$ cat src/scc_consts.svh
// register offsets, reset values and timing counts of the serial port control block
`ifndef SCC_CONSTS_SVH
`define SCC_CONSTS_SVH
`define SCC_OFF_CTRL1 8'h00
`define SCC_OFF_CTRL2 8'h04
`define SCC_OFF_BAUD 8'h08
`define SCC_OFF_STAT 8'h0C
`define SCC_OFF_DATA 8'h10
`define SCC_CTRL1_RST 8'h04
`define SCC_CTRL2_RST 8'h00
`define SCC_BAUD_RST 8'h00
`define SCC_CTRL2_MASK 8'h1B
`define SCC_BAUD_MASK 8'h77
`define SCC_PIN_RST 4'hF
`define SCC_HALF_LAST 4'hF
`define SCC_BITS_FULL 4'h8
`define SCC_ONE11 11'h001
`define SCC_ZERO32 32'h0000_0000
`endif

$ cat src/scc_pkg.sv
// types shared by the serial port control block
package scc_pkg;
  typedef struct packed {
    logic receiveFaultIrqEnable;
    logic moduleEnable;
    logic transmitEmptyIrqEnable;
    logic roleSelect;
    logic clockIdleLevel;
    logic clockEdgePhase;
    logic selectOutputEnable;
    logic lowBitFirst;
  } scc_ctrl1_t;
  typedef struct packed {
    logic [2:0] rsvdHigh;
    logic faultDetectEnable;
    logic singleWireOutputEnable;
    logic rsvdMid;
    logic waitClockStop;
    logic singleWireSelect;
  } scc_ctrl2_t;
  typedef struct packed {
    logic serialClockPin;
    logic mosi;
    logic miso;
    logic ss;
  } scc_pin_in_t;
  typedef struct packed {
    logic sclkO;
    logic sclkE;
    logic mosiO;
    logic mosiE;
    logic misoO;
    logic misoE;
    logic ssO;
    logic ssE;
  } scc_pin_out_t;
  typedef enum logic {SCC_IDLE, SCC_RUN} scc_state_t;
endpackage

$ cat src/scc_fifo.sv
// transmit byte fifo with valid/ready on both sides
`timescale 1ns/1ps
`default_nettype none
module scc_fifo #(
  parameter int WIDTH = 8,
  parameter int DEPTH = 8
) (
  // clock and reset
  input wire logic clk,
  input wire logic rstn,
  input wire logic flush,
  // fill side
  input wire logic inValid,
  input wire logic [WIDTH-1:0] inData,
  output logic inReady,
  // drain side
  output logic outValid,
  output logic [WIDTH-1:0] outData,
  input wire logic outReady
);
  localparam int AW = (DEPTH > 1) ? $clog2(DEPTH) : 1;
  localparam logic [AW:0] FULL = (AW+1)'(DEPTH);
  localparam logic [AW-1:0] LAST = AW'(DEPTH - 1);
  logic [WIDTH-1:0] mem [DEPTH];
  logic [AW-1:0] wp_q, wp_d, rp_q, rp_d;
  logic [AW:0] cnt_q, cnt_d;
  logic push, pop;

  assign inReady = (cnt_q != FULL);
  assign outValid = (cnt_q != '0);
  assign outData = mem[rp_q];
  assign push = inValid & inReady;
  assign pop = outValid & outReady;

  always_comb begin
    wp_d = wp_q;
    rp_d = rp_q;
    cnt_d = cnt_q;
    if (push) begin
      wp_d = (wp_q == LAST) ? '0 : wp_q + 1'b1;
    end
    if (pop) begin
      rp_d = (rp_q == LAST) ? '0 : rp_q + 1'b1;
    end
    if (push && !pop) begin
      cnt_d = cnt_q + 1'b1;
    end else if (pop && !push) begin
      cnt_d = cnt_q - 1'b1;
    end
    // a flush drops everything queued, an aborting disable relies on it
    if (flush) begin
      wp_d = '0;
      rp_d = '0;
      cnt_d = '0;
    end
  end

  always_ff @(posedge clk or negedge rstn) begin
    if (!rstn) begin
      wp_q <= '0;
      rp_q <= '0;
      cnt_q <= '0;
    end else begin
      wp_q <= wp_d;
      rp_q <= rp_d;
      cnt_q <= cnt_d;
    end
  end

  always_ff @(posedge clk) begin
    if (push) begin
      mem[wp_q] <= inData;
    end
  end
endmodule
`default_nettype wire

$ cat src/scc_serial_port.sv
// serial port control block: apb registers, pin multiplexing and byte shifter
//
// How it works
// - receive or fault flag raises interrupt when enabled
// - disabling aborts, flushes, clears receive, sets empty
// - transmit-empty flag raises interrupt when enabled
// - role bit: zero slave, one master
// - idle level bit sets serial clock idle
// - phase bit places first edge mid or start
// - bit order bit picks msb or lsb first
// - master without fault detect leaves select pin
// - master fault detect: input or automatic output
// - slave always uses select as low input
// - single wire bit shares one data pin
// - single wire output enable drives or releases
// - wait stop bit freezes module in wait
// - control two bits 7,6,5,2 read zero
// - disabled module releases all four pins
// - bit clock from prescaler and power-two divider
//
// Register access over APB and the register addresses are this design's own decisions.
`include "scc_consts.svh"
`timescale 1ns/1ps
`default_nettype none
module scc_serial_port #(
  parameter int FIFO_DEPTH = 8
) (
  // clock and reset
  input wire logic core_clk,
  input wire logic resetn,
  // apb slave
  input wire logic psel,
  input wire logic penable,
  input wire logic pwrite,
  input wire logic [7:0] paddr,
  input wire logic [31:0] pwdata,
  output logic [31:0] prdata,
  output logic pready,
  output logic pslverr,
  // serial pins
  input wire scc_pkg::scc_pin_in_t pinIn,
  output scc_pkg::scc_pin_out_t pinOut,
  // processor wait state and interrupt request
  input wire logic waitMode,
  output logic irqReq
);
  // ---------------------------------------------------------------
  // reset and pin synchronisers
  // ---------------------------------------------------------------
  logic rstMeta_q, rstn;
  scc_pkg::scc_pin_in_t pinMeta_q, pinSync_q;

  always_ff @(posedge core_clk or negedge resetn) begin
    if (!resetn) begin
      rstMeta_q <= 1'b0;
      rstn <= 1'b0;
    end else begin
      rstMeta_q <= 1'b1;
      rstn <= rstMeta_q;
    end
  end

  always_ff @(posedge core_clk or negedge rstn) begin
    if (!rstn) begin
      pinMeta_q <= `SCC_PIN_RST;
      pinSync_q <= `SCC_PIN_RST;
    end else begin
      pinMeta_q <= pinIn;
      pinSync_q <= pinMeta_q;
    end
  end

  // ---------------------------------------------------------------
  // helpers
  // ---------------------------------------------------------------
  function automatic logic [7:0] shiftIn(input logic [7:0] sh, input logic b, input logic lsb);
    shiftIn = lsb ? {b, sh[7:1]} : {sh[6:0], b};
  endfunction

  function automatic logic outBit(input logic [7:0] sh, input logic lsb);
    outBit = lsb ? sh[0] : sh[7];
  endfunction

  // ---------------------------------------------------------------
  // state
  // ---------------------------------------------------------------
  scc_pkg::scc_ctrl1_t c1_q, c1_d;
  scc_pkg::scc_ctrl2_t c2_q, c2_d;
  logic [7:0] baud_q, baud_d, rxData_q, rxData_d;
  logic [7:0] txSh_q, txSh_d, rxSh_q, rxSh_d;
  logic rf_q, rf_d, mf_q, mf_d;
  logic rfArm_q, rfArm_d, mfArm_q, mfArm_d, teArm_q, teArm_d;
  scc_pkg::scc_state_t st_q, st_d;
  logic [3:0] half_q, half_d, sBits_q, sBits_d;
  logic [10:0] div_q, div_d;
  logic sclkPrev_q, sclkPrev_d, ssPrev_q, ssPrev_d;
  logic [31:0] prdata_d;
  logic pready_d, pslverr_d, irq_d;
  scc_pkg::scc_pin_out_t pin_d;

  logic fifoPush, fifoPop, fifoInReady, fifoOutValid;
  logic [7:0] fifoOutData;
  logic en, master, freeze, te, apbDone, faultIn, ssLow;
  logic [10:0] halfLen, halfMax;

  assign en = c1_q.moduleEnable;
  assign master = en & c1_q.roleSelect;
  assign te = fifoInReady;
  assign apbDone = psel & penable & pready;
  assign ssLow = !pinSync_q.ss;
  assign freeze = waitMode & c2_q.waitClockStop;
  // half a bit time is prescale times half the rate divisor
  assign halfLen = 11'({8'h00, baud_q[6:4]} + `SCC_ONE11) << baud_q[2:0];
  assign halfMax = halfLen - `SCC_ONE11;
  assign faultIn = master & c2_q.faultDetectEnable & !c1_q.selectOutputEnable;

  scc_fifo #(
    .WIDTH(8),
    .DEPTH(FIFO_DEPTH)
  ) txFifo (
    .clk(core_clk),
    .rstn(rstn),
    .flush(!en),
    .inValid(fifoPush),
    .inData(pwdata[7:0]),
    .inReady(fifoInReady),
    .outValid(fifoOutValid),
    .outData(fifoOutData),
    .outReady(fifoPop)
  );

  // ---------------------------------------------------------------
  // next state
  // ---------------------------------------------------------------
  always_comb begin
    logic sIn, mIn, lead;
    sIn = c2_q.singleWireSelect ? pinSync_q.miso : pinSync_q.mosi;
    mIn = c2_q.singleWireSelect ? pinSync_q.mosi : pinSync_q.miso;
    lead = pinSync_q.serialClockPin != c1_q.clockIdleLevel;
    c1_d = c1_q;
    c2_d = c2_q;
    baud_d = baud_q;
    rxData_d = rxData_q;
    txSh_d = txSh_q;
    rxSh_d = rxSh_q;
    rf_d = rf_q;
    mf_d = mf_q;
    rfArm_d = rfArm_q;
    mfArm_d = mfArm_q;
    teArm_d = teArm_q;
    st_d = st_q;
    half_d = half_q;
    sBits_d = sBits_q;
    div_d = div_q;
    sclkPrev_d = pinSync_q.serialClockPin;
    ssPrev_d = pinSync_q.ss;
    prdata_d = prdata;
    pslverr_d = pslverr;
    pready_d = 1'b0;
    fifoPush = 1'b0;
    fifoPop = 1'b0;

    // bus access: answer one cycle into the access phase, later for an armed data write while the queue is full
    if (psel && penable && !pready) begin
      pslverr_d = 1'b0;
      prdata_d = `SCC_ZERO32;
      pready_d = !(pwrite && paddr == `SCC_OFF_DATA && teArm_q && !fifoInReady);
      unique case (paddr)
        `SCC_OFF_CTRL1: prdata_d[7:0] = c1_q;
        `SCC_OFF_CTRL2: prdata_d[7:0] = c2_q & `SCC_CTRL2_MASK;
        `SCC_OFF_BAUD: prdata_d[7:0] = baud_q;
        `SCC_OFF_STAT: prdata_d[7:0] = {rf_q, 1'b0, te, mf_q, 4'h0};
        `SCC_OFF_DATA: prdata_d[7:0] = rxData_q;
        default: pslverr_d = 1'b1;
      endcase
    end
    if (apbDone && pwrite) begin
      unique case (paddr)
        `SCC_OFF_CTRL1: begin
          c1_d = pwdata[7:0];
          if (mfArm_q) begin
            mf_d = 1'b0;
            mfArm_d = 1'b0;
          end
        end
        `SCC_OFF_CTRL2: c2_d = pwdata[7:0] & `SCC_CTRL2_MASK;
        `SCC_OFF_BAUD: baud_d = pwdata[7:0] & `SCC_BAUD_MASK;
        `SCC_OFF_DATA: begin
          // a data write without a prior status read is ignored
          fifoPush = teArm_q & en;
          teArm_d = 1'b0;
        end
        default: ;
      endcase
    end
    if (apbDone && !pwrite) begin
      if (paddr == `SCC_OFF_STAT) begin
        rfArm_d = rf_q;
        mfArm_d = mf_q;
        teArm_d = te;
      end
      if (paddr == `SCC_OFF_DATA && rfArm_q) begin
        rf_d = 1'b0;
        rfArm_d = 1'b0;
      end
    end

    // master engine: sixteen half bit times per byte
    if (!master) begin
      st_d = scc_pkg::SCC_IDLE;
    end else if (!freeze) begin
      unique case (st_q)
        scc_pkg::SCC_IDLE: begin
          if (fifoOutValid) begin
            fifoPop = 1'b1;
            txSh_d = fifoOutData;
            half_d = '0;
            div_d = '0;
            st_d = scc_pkg::SCC_RUN;
          end
        end
        scc_pkg::SCC_RUN: begin
          if (div_q == halfMax) begin
            div_d = '0;
            if (half_q == `SCC_HALF_LAST) begin
              rxData_d = rxSh_q;
              rf_d = 1'b1;
              st_d = scc_pkg::SCC_IDLE;
            end else begin
              half_d = half_q + 1'b1;
              if (!half_q[0]) begin
                rxSh_d = shiftIn(rxSh_q, mIn, c1_q.lowBitFirst);
              end else begin
                txSh_d = shiftIn(txSh_q, 1'b0, c1_q.lowBitFirst);
              end
            end
          end else begin
            div_d = div_q + `SCC_ONE11;
          end
        end
      endcase
    end

    // slave engine: follows the synchronised clock while selected
    if (en && !c1_q.roleSelect && !freeze) begin
      if (!ssLow) begin
        sBits_d = '0;
      end else if (ssPrev_q) begin
        if (fifoOutValid) begin
          fifoPop = 1'b1;
          txSh_d = fifoOutData;
        end
      end else if (pinSync_q.serialClockPin != sclkPrev_q) begin
        if (lead == c1_q.clockEdgePhase) begin
          if (sBits_q != '0) begin
            txSh_d = shiftIn(txSh_q, 1'b0, c1_q.lowBitFirst);
          end
        end else begin
          rxSh_d = shiftIn(rxSh_q, sIn, c1_q.lowBitFirst);
          sBits_d = sBits_q + 1'b1;
          if (sBits_q + 1'b1 == `SCC_BITS_FULL) begin
            sBits_d = '0;
            rxData_d = shiftIn(rxSh_q, sIn, c1_q.lowBitFirst);
            rf_d = 1'b1;
            if (fifoOutValid) begin
              fifoPop = 1'b1;
              txSh_d = fifoOutData;
            end
          end
        end
      end
    end

    // a low select while detecting faults ends master operation
    if (faultIn && ssLow) begin
      mf_d = 1'b1;
      c1_d.roleSelect = 1'b0;
      st_d = scc_pkg::SCC_IDLE;
    end

    if (!en) begin
      st_d = scc_pkg::SCC_IDLE;
      rf_d = 1'b0;
      rfArm_d = 1'b0;
      sBits_d = '0;
    end

    // pin multiplexing, registered below so every pin leaves a flop
    pin_d = '0;
    pin_d.sclkE = master;
    pin_d.sclkO = c1_q.clockIdleLevel ^ ((st_q == scc_pkg::SCC_RUN) & (half_q[0] ^ c1_q.clockEdgePhase));
    pin_d.mosiO = outBit(txSh_q, c1_q.lowBitFirst);
    pin_d.misoO = outBit(txSh_q, c1_q.lowBitFirst);
    pin_d.mosiE = master & (!c2_q.singleWireSelect | c2_q.singleWireOutputEnable);
    pin_d.misoE = en & !c1_q.roleSelect & ssLow & (!c2_q.singleWireSelect | c2_q.singleWireOutputEnable);
    pin_d.ssE = master & c2_q.faultDetectEnable & c1_q.selectOutputEnable;
    pin_d.ssO = (st_q != scc_pkg::SCC_RUN);
    if (!en) begin
      pin_d = '0;
    end
    irq_d = (c1_q.receiveFaultIrqEnable & (rf_q | mf_q)) | (c1_q.transmitEmptyIrqEnable & te);
  end

  // ---------------------------------------------------------------
  // registers
  // ---------------------------------------------------------------
  always_ff @(posedge core_clk or negedge rstn) begin
    if (!rstn) begin
      c1_q <= `SCC_CTRL1_RST;
      c2_q <= `SCC_CTRL2_RST;
      baud_q <= `SCC_BAUD_RST;
      rxData_q <= '0;
      txSh_q <= '0;
      rxSh_q <= '0;
      rf_q <= 1'b0;
      mf_q <= 1'b0;
      rfArm_q <= 1'b0;
      mfArm_q <= 1'b0;
      teArm_q <= 1'b0;
      st_q <= scc_pkg::SCC_IDLE;
      half_q <= '0;
      sBits_q <= '0;
      div_q <= '0;
      sclkPrev_q <= 1'b1;
      ssPrev_q <= 1'b1;
      prdata <= `SCC_ZERO32;
      pready <= 1'b0;
      pslverr <= 1'b0;
      pinOut <= '0;
      irqReq <= 1'b0;
    end else begin
      c1_q <= c1_d;
      c2_q <= c2_d;
      baud_q <= baud_d;
      rxData_q <= rxData_d;
      txSh_q <= txSh_d;
      rxSh_q <= rxSh_d;
      rf_q <= rf_d;
      mf_q <= mf_d;
      rfArm_q <= rfArm_d;
      mfArm_q <= mfArm_d;
      teArm_q <= teArm_d;
      st_q <= st_d;
      half_q <= half_d;
      sBits_q <= sBits_d;
      div_q <= div_d;
      sclkPrev_q <= sclkPrev_d;
      ssPrev_q <= ssPrev_d;
      prdata <= prdata_d;
      pready <= pready_d;
      pslverr <= pslverr_d;
      pinOut <= pin_d;
      irqReq <= irq_d;
    end
  end
endmodule
`default_nettype wire

$ cat config.mk
export PLATFORM = sky130hd
export DESIGN_NAME = scc_serial_port
export DESIGN_NICKNAME = d
export VERILOG_FILES = /design/src/scc_pkg.sv /design/src/scc_fifo.sv /design/src/scc_serial_port.sv
export VERILOG_INCLUDE_DIRS = /design/src
export SDC_FILE = /design/constraint.sdc
export NUM_CORES = 1
export LEC_CHECK = 0
export BUFFER_PORTS_ARGS = -buffer_cell sky130_fd_sc_hd__buf_2
export CAP_MARGIN = 20
export CORE_MARGIN = 2
export CORE_UTILIZATION = 61
export DETAILED_ROUTE_END_ITERATION = 7
export MAX_ROUTING_LAYER = met4
export PLACE_DENSITY = 0.82
export SLEW_MARGIN = 20
export SYNTH_ARGS = -nofsm -noshare
export SYNTH_HDL_FRONTEND = slang
export SYNTH_SLANG_ARGS = --single-unit
$ cat constraint.sdc
create_clock -name core_clk -period 5.8 [get_ports core_clk]
set_input_delay 0.87 -clock core_clk [delete_from_list [all_inputs] [get_ports core_clk]]
set_output_delay 0.87 -clock core_clk [all_outputs]
set_load 0.02 [all_outputs]
==> impl_summary.txt, run 1 <==
----------------------------------------------------
[Critical path]
  Critical Path Start Type ... register
  Family of cells with the greatest summed delay on the critical path ... simple AND/OR/NAND/NOR gates
  Worst EP arrival ... 4.98 ns
  Worst reg2reg path depth ... 10
  Critical-path cell list ... ha_1 > xnor2_1 > mux4_2 > a21oi_1 > nor4_1 > a32oi_1 > xnor2_1 > nor4_4 > mux2_1 > a22o_1
  Dominant cell type by count on the critical path ... sky130_fd_sc_hd__xnor2_1
  Category of the most critical setup path ... register to register
  Required time worst endpoint ... 6.13 ns
  End of the worst register-to-register path ... half_q[0]
  Sort of element at the end of the critical path ... register
  Register-to-register setup slack ... 1.15 ns
  Critical Path Fanout Max ... 16
  Cell type of the slowest stage on the worst timing path ... sky130_fd_sc_hd__nor4_4
  Max incr delay on CP ... 0.89 ns
  Critical R2R Launch ... baud_q[4]
  Number of buffer and inverter stages on the critical path ... 0

[Clocking]
  Post-CTS setup buffer count ... 0
  # resized after CTS ... 0
  TritonCTS Sinks ... 171
  Cts hold-fix bufs ... 0
  Depth of the CTS H-tree ... 4
  Clock tree from TritonCTS ... built
  Library cell used as clock root buffer ... sky130_fd_sc_hd__clkbuf_16
  CTS Buf Count ... 17
  Worst-Skew Late Latency ... 0.44 ns
  CTS Buffer Depth ... 2
  Clock-pin slew on the worst setup and hold paths ... 0.07 ns

[Logic synthesis]
  Sequential cell area fraction in the yosys report ... 49.4%
  Fraction of post-synthesis cell area in the top cell type by area ... 25.7%
  Count of yosys warnings during synthesis ... 0
  Area fraction in compound gates after synthesis ... 14.6%
  Combinational family with the most area after synthesis ... simple AND/OR/NAND/NOR gates
  #FFs+latches synth ... 171
  Share of cell area taken by muxes after synthesis ... 11.8%
  Distinct cell type count after synthesis ... 77
  Arithmetic-cell share of the synthesized area counting full adders, half adders and majority gates ... 1.95%
  Library cell with the largest summed area after synthesis ... sky130_fd_sc_hd__dfrtp_1
  Most common flop cell mapped by yosys ... sky130_fd_sc_hd__dfrtp_1
  Post-Syn Area per Cell ... 10.7 um2
  Instance count of the mapped netlist ... 870
  Top area cells in the synthesized netlist ... sky130_fd_sc_hd__dfrtp_1, sky130_fd_sc_hd__edfxtp_1, sky130_fd_sc_hd__mux2i_1
  Post-synthesis cell area ... 9350 um2
  Count of flip-flops with a built-in enable after synthesis ... 64
  Share of synthesized cell area in and, or, nand and nor gates ... 15.4%
  Synth async-reset ratio ... 62.6%
  Xor/xnor cell area share of the yosys netlist ... 1.69%

[Timing]
  Slew at the pin closest to its max-slew limit ... 1.14 ns
  Final-layout setup total negative slack ... 0 ns
  Count of final max-slew check failures ... 0
  Achievable clock frequency ... 0.215 GHz
  Tcrit/Tclk final ... 80.2%
  Final WS setup ... 1.15 ns
  Minimum clock period ... 4.65 ns
  Setup repair after global routing missed its margin ... no
  Hold Fails Final Rpt ... 0
  Number of setup violations in the final report ... 0
  Worst slew margin ... 23.6%
  Skew final ... 0.0147 ns

[Layout]
  Most frequent standard cell in the layout excluding fill and tap cells ... sky130_fd_sc_hd__dfrtp_1
  Most frequent cells in the layout ... sky130_fd_sc_hd__dfrtp_1, sky130_fd_sc_hd__nand2_1, sky130_fd_sc_hd__edfxtp_1, sky130_fd_sc_hd__o21ai_0, sky130_fd_sc_hd__nor2_1
  Total number of nets in the final design ... 965
  Proportion of layout cells with a drive suffix above 1 ... 17.6%
  Antenna diode instance count ... 0
  Area growth from synthesis to layout ... 9.50%

[Run status]
  Status ... complete, no violations

[GRT]
  Busiest layer in global routing ... met2
  Vias in the first global route ... 6,762
  Met1 usage ... 40.2%
  Met2 global-route usage ... 46.1%
  Met3 track demand over resource in global routing ... 4.92%
  Global-route usage over all layers ... 29.6%
  Global-route wire length before repair ... 36.3 mm
  Largest net degree at the start of global routing ... 58
  Remaining Overflow, GRT ... 0
  Initial antenna violation count ... 0

[Worst hold path]
  Class of the worst hold path ... primary input to async pin

[Routing]
  Wire length per cell ... 20.3 um
  Drt pass-1 iters ... 6
  Post-detailed-route DRC marker count ... 0
  DRC marker count from the first detailed-route iteration ... 1,022
  Overall routed net length ... 22.4 mm
  Vias post-DR ... 7,132
  Routed vias/inst ... 6.47
  DRT antenna net count ... 0

[Die]
  Die Span Y ... 128 um
  Core box area ... 15,100 um2
  Die span in x ... 128 um
  Effective utilization at floorplan ... 61.9%
  Die Outline Area ... 16,300 um2
  Std cell rows ... 45
  Ports placed on the boundary ... 93

[Power]
  Static leakage ... 4.31 nW
  Power per unit of standard cell area ... 244 nW/um2
  VDD IR-drop max ... 280 uV

[Place]
  Post-DP HPWL ... 14.6 mm
  Port bufs ... 44
  Worst slack at placement ... 1.26 ns
  GPL Wtd Cong ... 0.912

[Flow run]
  Max-cap check violation count ... 0

----------------------------------------------------
power breakdown:
part	internal (W)	switching, W
clock	0.000616	0.000537
sequential	0.00126	0.0000126
combinational	0.0000183	0.0000530
total	0.00190	0.000603
layer usage:
metal	part of all wire (%)	up-vias
met5	0	-
met4	1.6	0
met3	6.9	43
met2	49	323
met1	42	3500
li1	-	3266
state kept, by name, summed over array words and instances, names as in the netlist, 4 cells and up:
signal / cells
div_q: 11
pinMeta_q: 4
c1_q: 7
txFifo.mem: 64
rxSh_q: 8
baud_q: 6
sBits_q: 4
pinOut: 7
txFifo.cnt_q: 4
c2_q: 4
txSh_q: 8
prdata: 8
half_q: 4
rxData_q: 8
worst max-delay path by stage:
| stage | from | to | slack (ns) | cells after the start |
|---|---|---|---|---|
| global route | baud_q[4] | rxSh_q[3] | 0.85 | 10 |
| global placement | baud_q[4] | half_q[0] | 1.38 | 10 |
| floorplan | paddr[0] | txFifo.cnt_q[3] | 2.14 | 13 |
| detailed placement | baud_q[4] | half_q[0] | 1.26 | 10 |
| CTS | baud_q[4] | half_q[0] | 1.25 | 10 |
| finish | baud_q[4] | half_q[0] | 1.15 | 10 |
stage by stage:
step	hold WS, ns	area [um2]	total power (W)	cells	util [%]
after floorplan	0.331	9430	0.00135	893	-
after global placement	0.333	9620	0.00137	1070	63.8
after detailed placement	0.337	9620	0.00137	1070	63.8
after CTS	0.193	10200	0.00251	1102	67.8
after global routing	0.193	10200	0.00257	1102	67.8
final	0.204	10200	0.00250	1102	67.8
logic make-up (layout without fill, tap and decap cells):
group,Yosys count,after routing
AOI/OAI and AO/OA,199,199
xor gates and xnor gates,18,18
adders and majority gates,14,14
buffers and inverters,95,116
DFF,171,171
muxes,86,86
other,2,25
and+or+nand+nor,285,285
area by class of cell:
| cell class | instances | area [um2] |
|---|---|---|
| clock buffer | 17 | 425 |
| clock inverter | 15 | 180 |
| fill | 1067 | 4850 |
| inverter | 29 | 109 |
| multi-input combinational | 627 | 4370 |
| sequential | 171 | 4620 |
| tap | 188 | 235 |
| timing repair buffer | 55 | 303 |
cell usage after synthesis, drive strengths merged (10+ instances only):
master / instances
o21ai: 58
mux4: 17
edfxtp: 64
nand2: 80
nand4: 14
dfstp: 11
buf: 38
nor3: 16
inv: 29
a21oi: 35
mux2: 24
ha: 13
nor2: 54
nand3: 36
nand2b: 14
and3: 10
nor2b: 12
clkbuf: 28
mux2i: 45
dfrtp: 96
xnor2: 10
o31ai: 12
Power figures use the tool's default switching activity.
==> run 2: changes to the inputs <==
--- a/config.mk
+++ b/config.mk
@@ -9,10 +9,10 @@
 export BUFFER_PORTS_ARGS = -buffer_cell sky130_fd_sc_hd__buf_2
 export CAP_MARGIN = 20
 export CORE_MARGIN = 2
-export CORE_UTILIZATION = 61
+export CORE_UTILIZATION = 54
 export DETAILED_ROUTE_END_ITERATION = 7
 export MAX_ROUTING_LAYER = met4
-export PLACE_DENSITY = 0.82
+export PLACE_DENSITY = 0.77
 export SLEW_MARGIN = 20
 export SYNTH_ARGS = -nofsm -noshare
 export SYNTH_HDL_FRONTEND = slang
==> constraint.sdc (replaced) <==
create_clock -name core_clk -period 4.1 [get_ports core_clk]
set_input_delay 0.615 -clock core_clk [delete_from_list [all_inputs] [get_ports core_clk]]
set_output_delay 0.615 -clock core_clk [all_outputs]
set_load 0.02 [all_outputs]
==> run 2 against run 1 <==
Global-route usage fell by 4.3 points; power grew 42%; sequential share of layout area decreased by 1.3 points; die area rose by 13%; critical endpoint is now st_q; register-to-register slack worse by 0.99 ns; critical path type unchanged; worst setup slack worse by 0.99 ns; non-clock buffer count rose by 29; first-iteration DRC count down 39%; via count grew 0.52%; critical path depth increased by 1; utilization down 6.3 points; count of clock-buffer cells in the layout grew 1.
==> impl_summary.txt, run 2 (synthesis gave the netlist of run 1 again) <==
----------------------------------------------------
[Run status]
  Status ... complete, no violations

[GRT]
  Vias in the first global route ... 6,674
  Largest net degree at the start of global routing ... 51
  Global-route usage over all layers ... 25.3%
  Global-route wire length before repair ... 35.3 mm
  Initial antenna violation count ... 0
  Remaining Overflow, GRT ... 0

[Timing]
  Worst slew margin ... 32.6%
  Final WS setup ... 0.157 ns
  Achievable clock frequency ... 0.254 GHz
  Slew at the pin closest to its max-slew limit ... 1.01 ns
  Number of setup violations in the final report ... 0
  Tcrit/Tclk final ... 96.2%
  Setup repair after global routing missed its margin ... no
  Minimum clock period ... 3.94 ns
  Hold Fails Final Rpt ... 0
  Final-layout setup total negative slack ... 0 ns
  Skew final ... 0.0124 ns
  Count of final max-slew check failures ... 0

[Power]
  Total net switching power ... 0.000850 W
  PnR Total Power ... 0.00355 W
  Static leakage ... 4.48 nW
  Logic pwr share ... 3.1%
  Clock Power Share ... 46.3%
  Internal power ... 0.00270 W
  VDD IR-drop max ... 335 uV
  Sequential cell fraction of total power ... 50.6%
  Fraction of power spent switching nets ... 23.9%
  Power per unit of standard cell area ... 338 nW/um2

[Layout]
  Footprint of the multi-input gates ... 4370 um2
  Top Registers ... txFifo.mem x64, div_q x11
  Final-layout fill cell count ... 1,356
  Finished Cell Area ... 10,500 um2
  Most frequent standard cell in the layout excluding fill and tap cells ... sky130_fd_sc_hd__dfrtp_1
  Area growth from synthesis to layout ... 12.6%
  Most frequent cells in the layout ... sky130_fd_sc_hd__dfrtp_1, sky130_fd_sc_hd__nand2_1, sky130_fd_sc_hd__edfxtp_1, sky130_fd_sc_hd__o21ai_0, sky130_fd_sc_hd__nor2_1
  Final Non-Filler Cells ... 1,168
  Proportion of layout cells with a drive suffix above 1 ... 20.3%
  Max reg flops ... 64
  Footprint of the flip-flops and latches ... 4620 um2
  Antenna diode instance count ... 0
  Total number of nets in the final design ... 994
  Largest Register ... txFifo.mem

[Die]
  Core box area ... 17,100 um2
  Die span in x ... 136 um
  Ports placed on the boundary ... 93
  Std cell rows ... 48
  Effective utilization at floorplan ... 54.6%
  Die Span Y ... 136 um
  Die Outline Area ... 18,400 um2

[Clocking]
  TritonCTS Sinks ... 171
  CTS Buf Count ... 17
  Clock tree from TritonCTS ... built
  Worst-Skew Late Latency ... 0.43 ns
  Depth of the CTS H-tree ... 4
  CTS Buffer Depth ... 2
  Library cell used as clock root buffer ... sky130_fd_sc_hd__clkbuf_16
  Clock-pin slew on the worst setup and hold paths ... 0.07 ns

[Critical path]
  Cell type of the slowest stage on the worst timing path ... sky130_fd_sc_hd__or3_1
  CP startpoint ... baud_q[4]
  End of the worst register-to-register path ... st_q
  Family of cells with the greatest summed delay on the critical path ... simple AND/OR/NAND/NOR gates
  Category of the most critical setup path ... register to register
  Critical-path cell list ... ha_1 > xnor2_1 > buf_4 > mux4_2 > or3_4 > a2111oi_2 > o2111ai_1 > and3_1 > or3_1 > o21ai_0 > a21oi_1
  Worst reg2reg path depth ... 11
  Cell depth of the worst setup path ... 11
  Register-to-register setup slack ... 0.16 ns
  Critical Path Start Type ... register
  Critical Path Fanout Max ... 9
  Critical R2R Launch ... baud_q[4]
  Number of buffer and inverter stages on the critical path ... 1
  Worst EP arrival ... 4.22 ns
  Required time worst endpoint ... 4.37 ns
  Sort of element at the end of the critical path ... register
  CP Capture Point ... st_q
  Max incr delay on CP ... 0.61 ns

[Place]
  Port bufs ... 44
  Post-DP HPWL ... 15.0 mm
  Post-placement cell count ... 1,134
  Worst slack at placement ... 0.128 ns
  Post-Place Cell Area ... 9880 um2
  GPL Wtd Cong ... 0.936

[Worst hold path]
  Class of the worst hold path ... register to async pin

[Routing]
  Post-detailed-route DRC marker count ... 0
  Overall routed net length ... 21.6 mm
  DRT antenna net count ... 0
  Routed vias/inst ... 6.14
  DRC marker count from the first detailed-route iteration ... 628
  Vias post-DR ... 7,169
  Drt pass-1 iters ... 7
  Wire length per cell ... 18.5 um

[Flow run]
  Max-cap check violation count ... 0

----------------------------------------------------
run 2: metal layers:
layer	track usage [%]	vias to the layer above	share of wire (%)
li1	-	3324	-
met1	35.1	3518	44
met2	37.9	283	47
met3	4.64	44	6.3
met4	7.99	0	2.2
met5	-	-	0
run 2: worst min path at each step:
stage,from,to,cells past startpoint,slack [ns]
after floorplan,resetn,rstMeta_q,0,0.32
after global routing,pinIn[2],pinMeta_q[2],1,0.25
after global placement,rstn,txFifo.rp_q[1],0,0.26
after detailed placement,rstn,txSh_q[3],0,0.27
final,rstn,txFifo.rp_q[1],0,0.26
after CTS,pinIn[2],pinMeta_q[2],1,0.27
run 2: repair_timing:
action | in CTS | in global routing
hold buffers | 1 | 0
endpoints found under the setup margin | 0 | 6
buffers inserted | 0 | 1
endpoints found under the hold margin | 2 | 0
resized for setup | 0 | 2
run 2: power by group through the flow:
| stage | sequential [W] | clock [W] | combinational (W) |
|---|---|---|---|
| floorplan | 0.00184 | 0 | 0.0000727 |
| global placement | 0.00183 | 0 | 0.000106 |
| detailed placement | 0.00183 | 0 | 0.000109 |
| CTS | 0.00180 | 0.00166 | 0.000109 |
| global route | 0.00180 | 0.00174 | 0.000122 |
| finish | 0.00180 | 0.00165 | 0.000109 |
run 2: area by class of cell:
type / count / area share [%]
tap: 225 / 2.67
clock inverter: 14 / 1.66
sequential: 171 / 43.9
clock buffer: 18 / 4.17
inverter: 29 / 1.03
timing repair buffer: 84 / 5.09
multi-input combinational: 627 / 41.5
run 2: worst reg2reg max path: cells and delay by family, from the launching register on:
| family | cells | cell delay [ns] |
|---|---|---|
| buffers and inverters | 1 | 0.17 |
| xor gates and xnor gates | 1 | 0.15 |
| adders and majority gates | 1 | 0.27 |
| DFF | 1 | 0.39 |
| muxes | 1 | 0.54 |
| AOI/OAI and AO/OA | 4 | 0.98 |
| and+or+nand+nor | 3 | 1.30 |
run 2: through the flow:
step	hold slack (ns)	util, %
2_1_floorplan	0.319	-
3_5_place_dp	0.266	57.7
5_1_grt	0.250	61.5
3_3_place_gp	0.257	57.7
6_report	0.259	61.5
4_1_cts	0.266	61.4
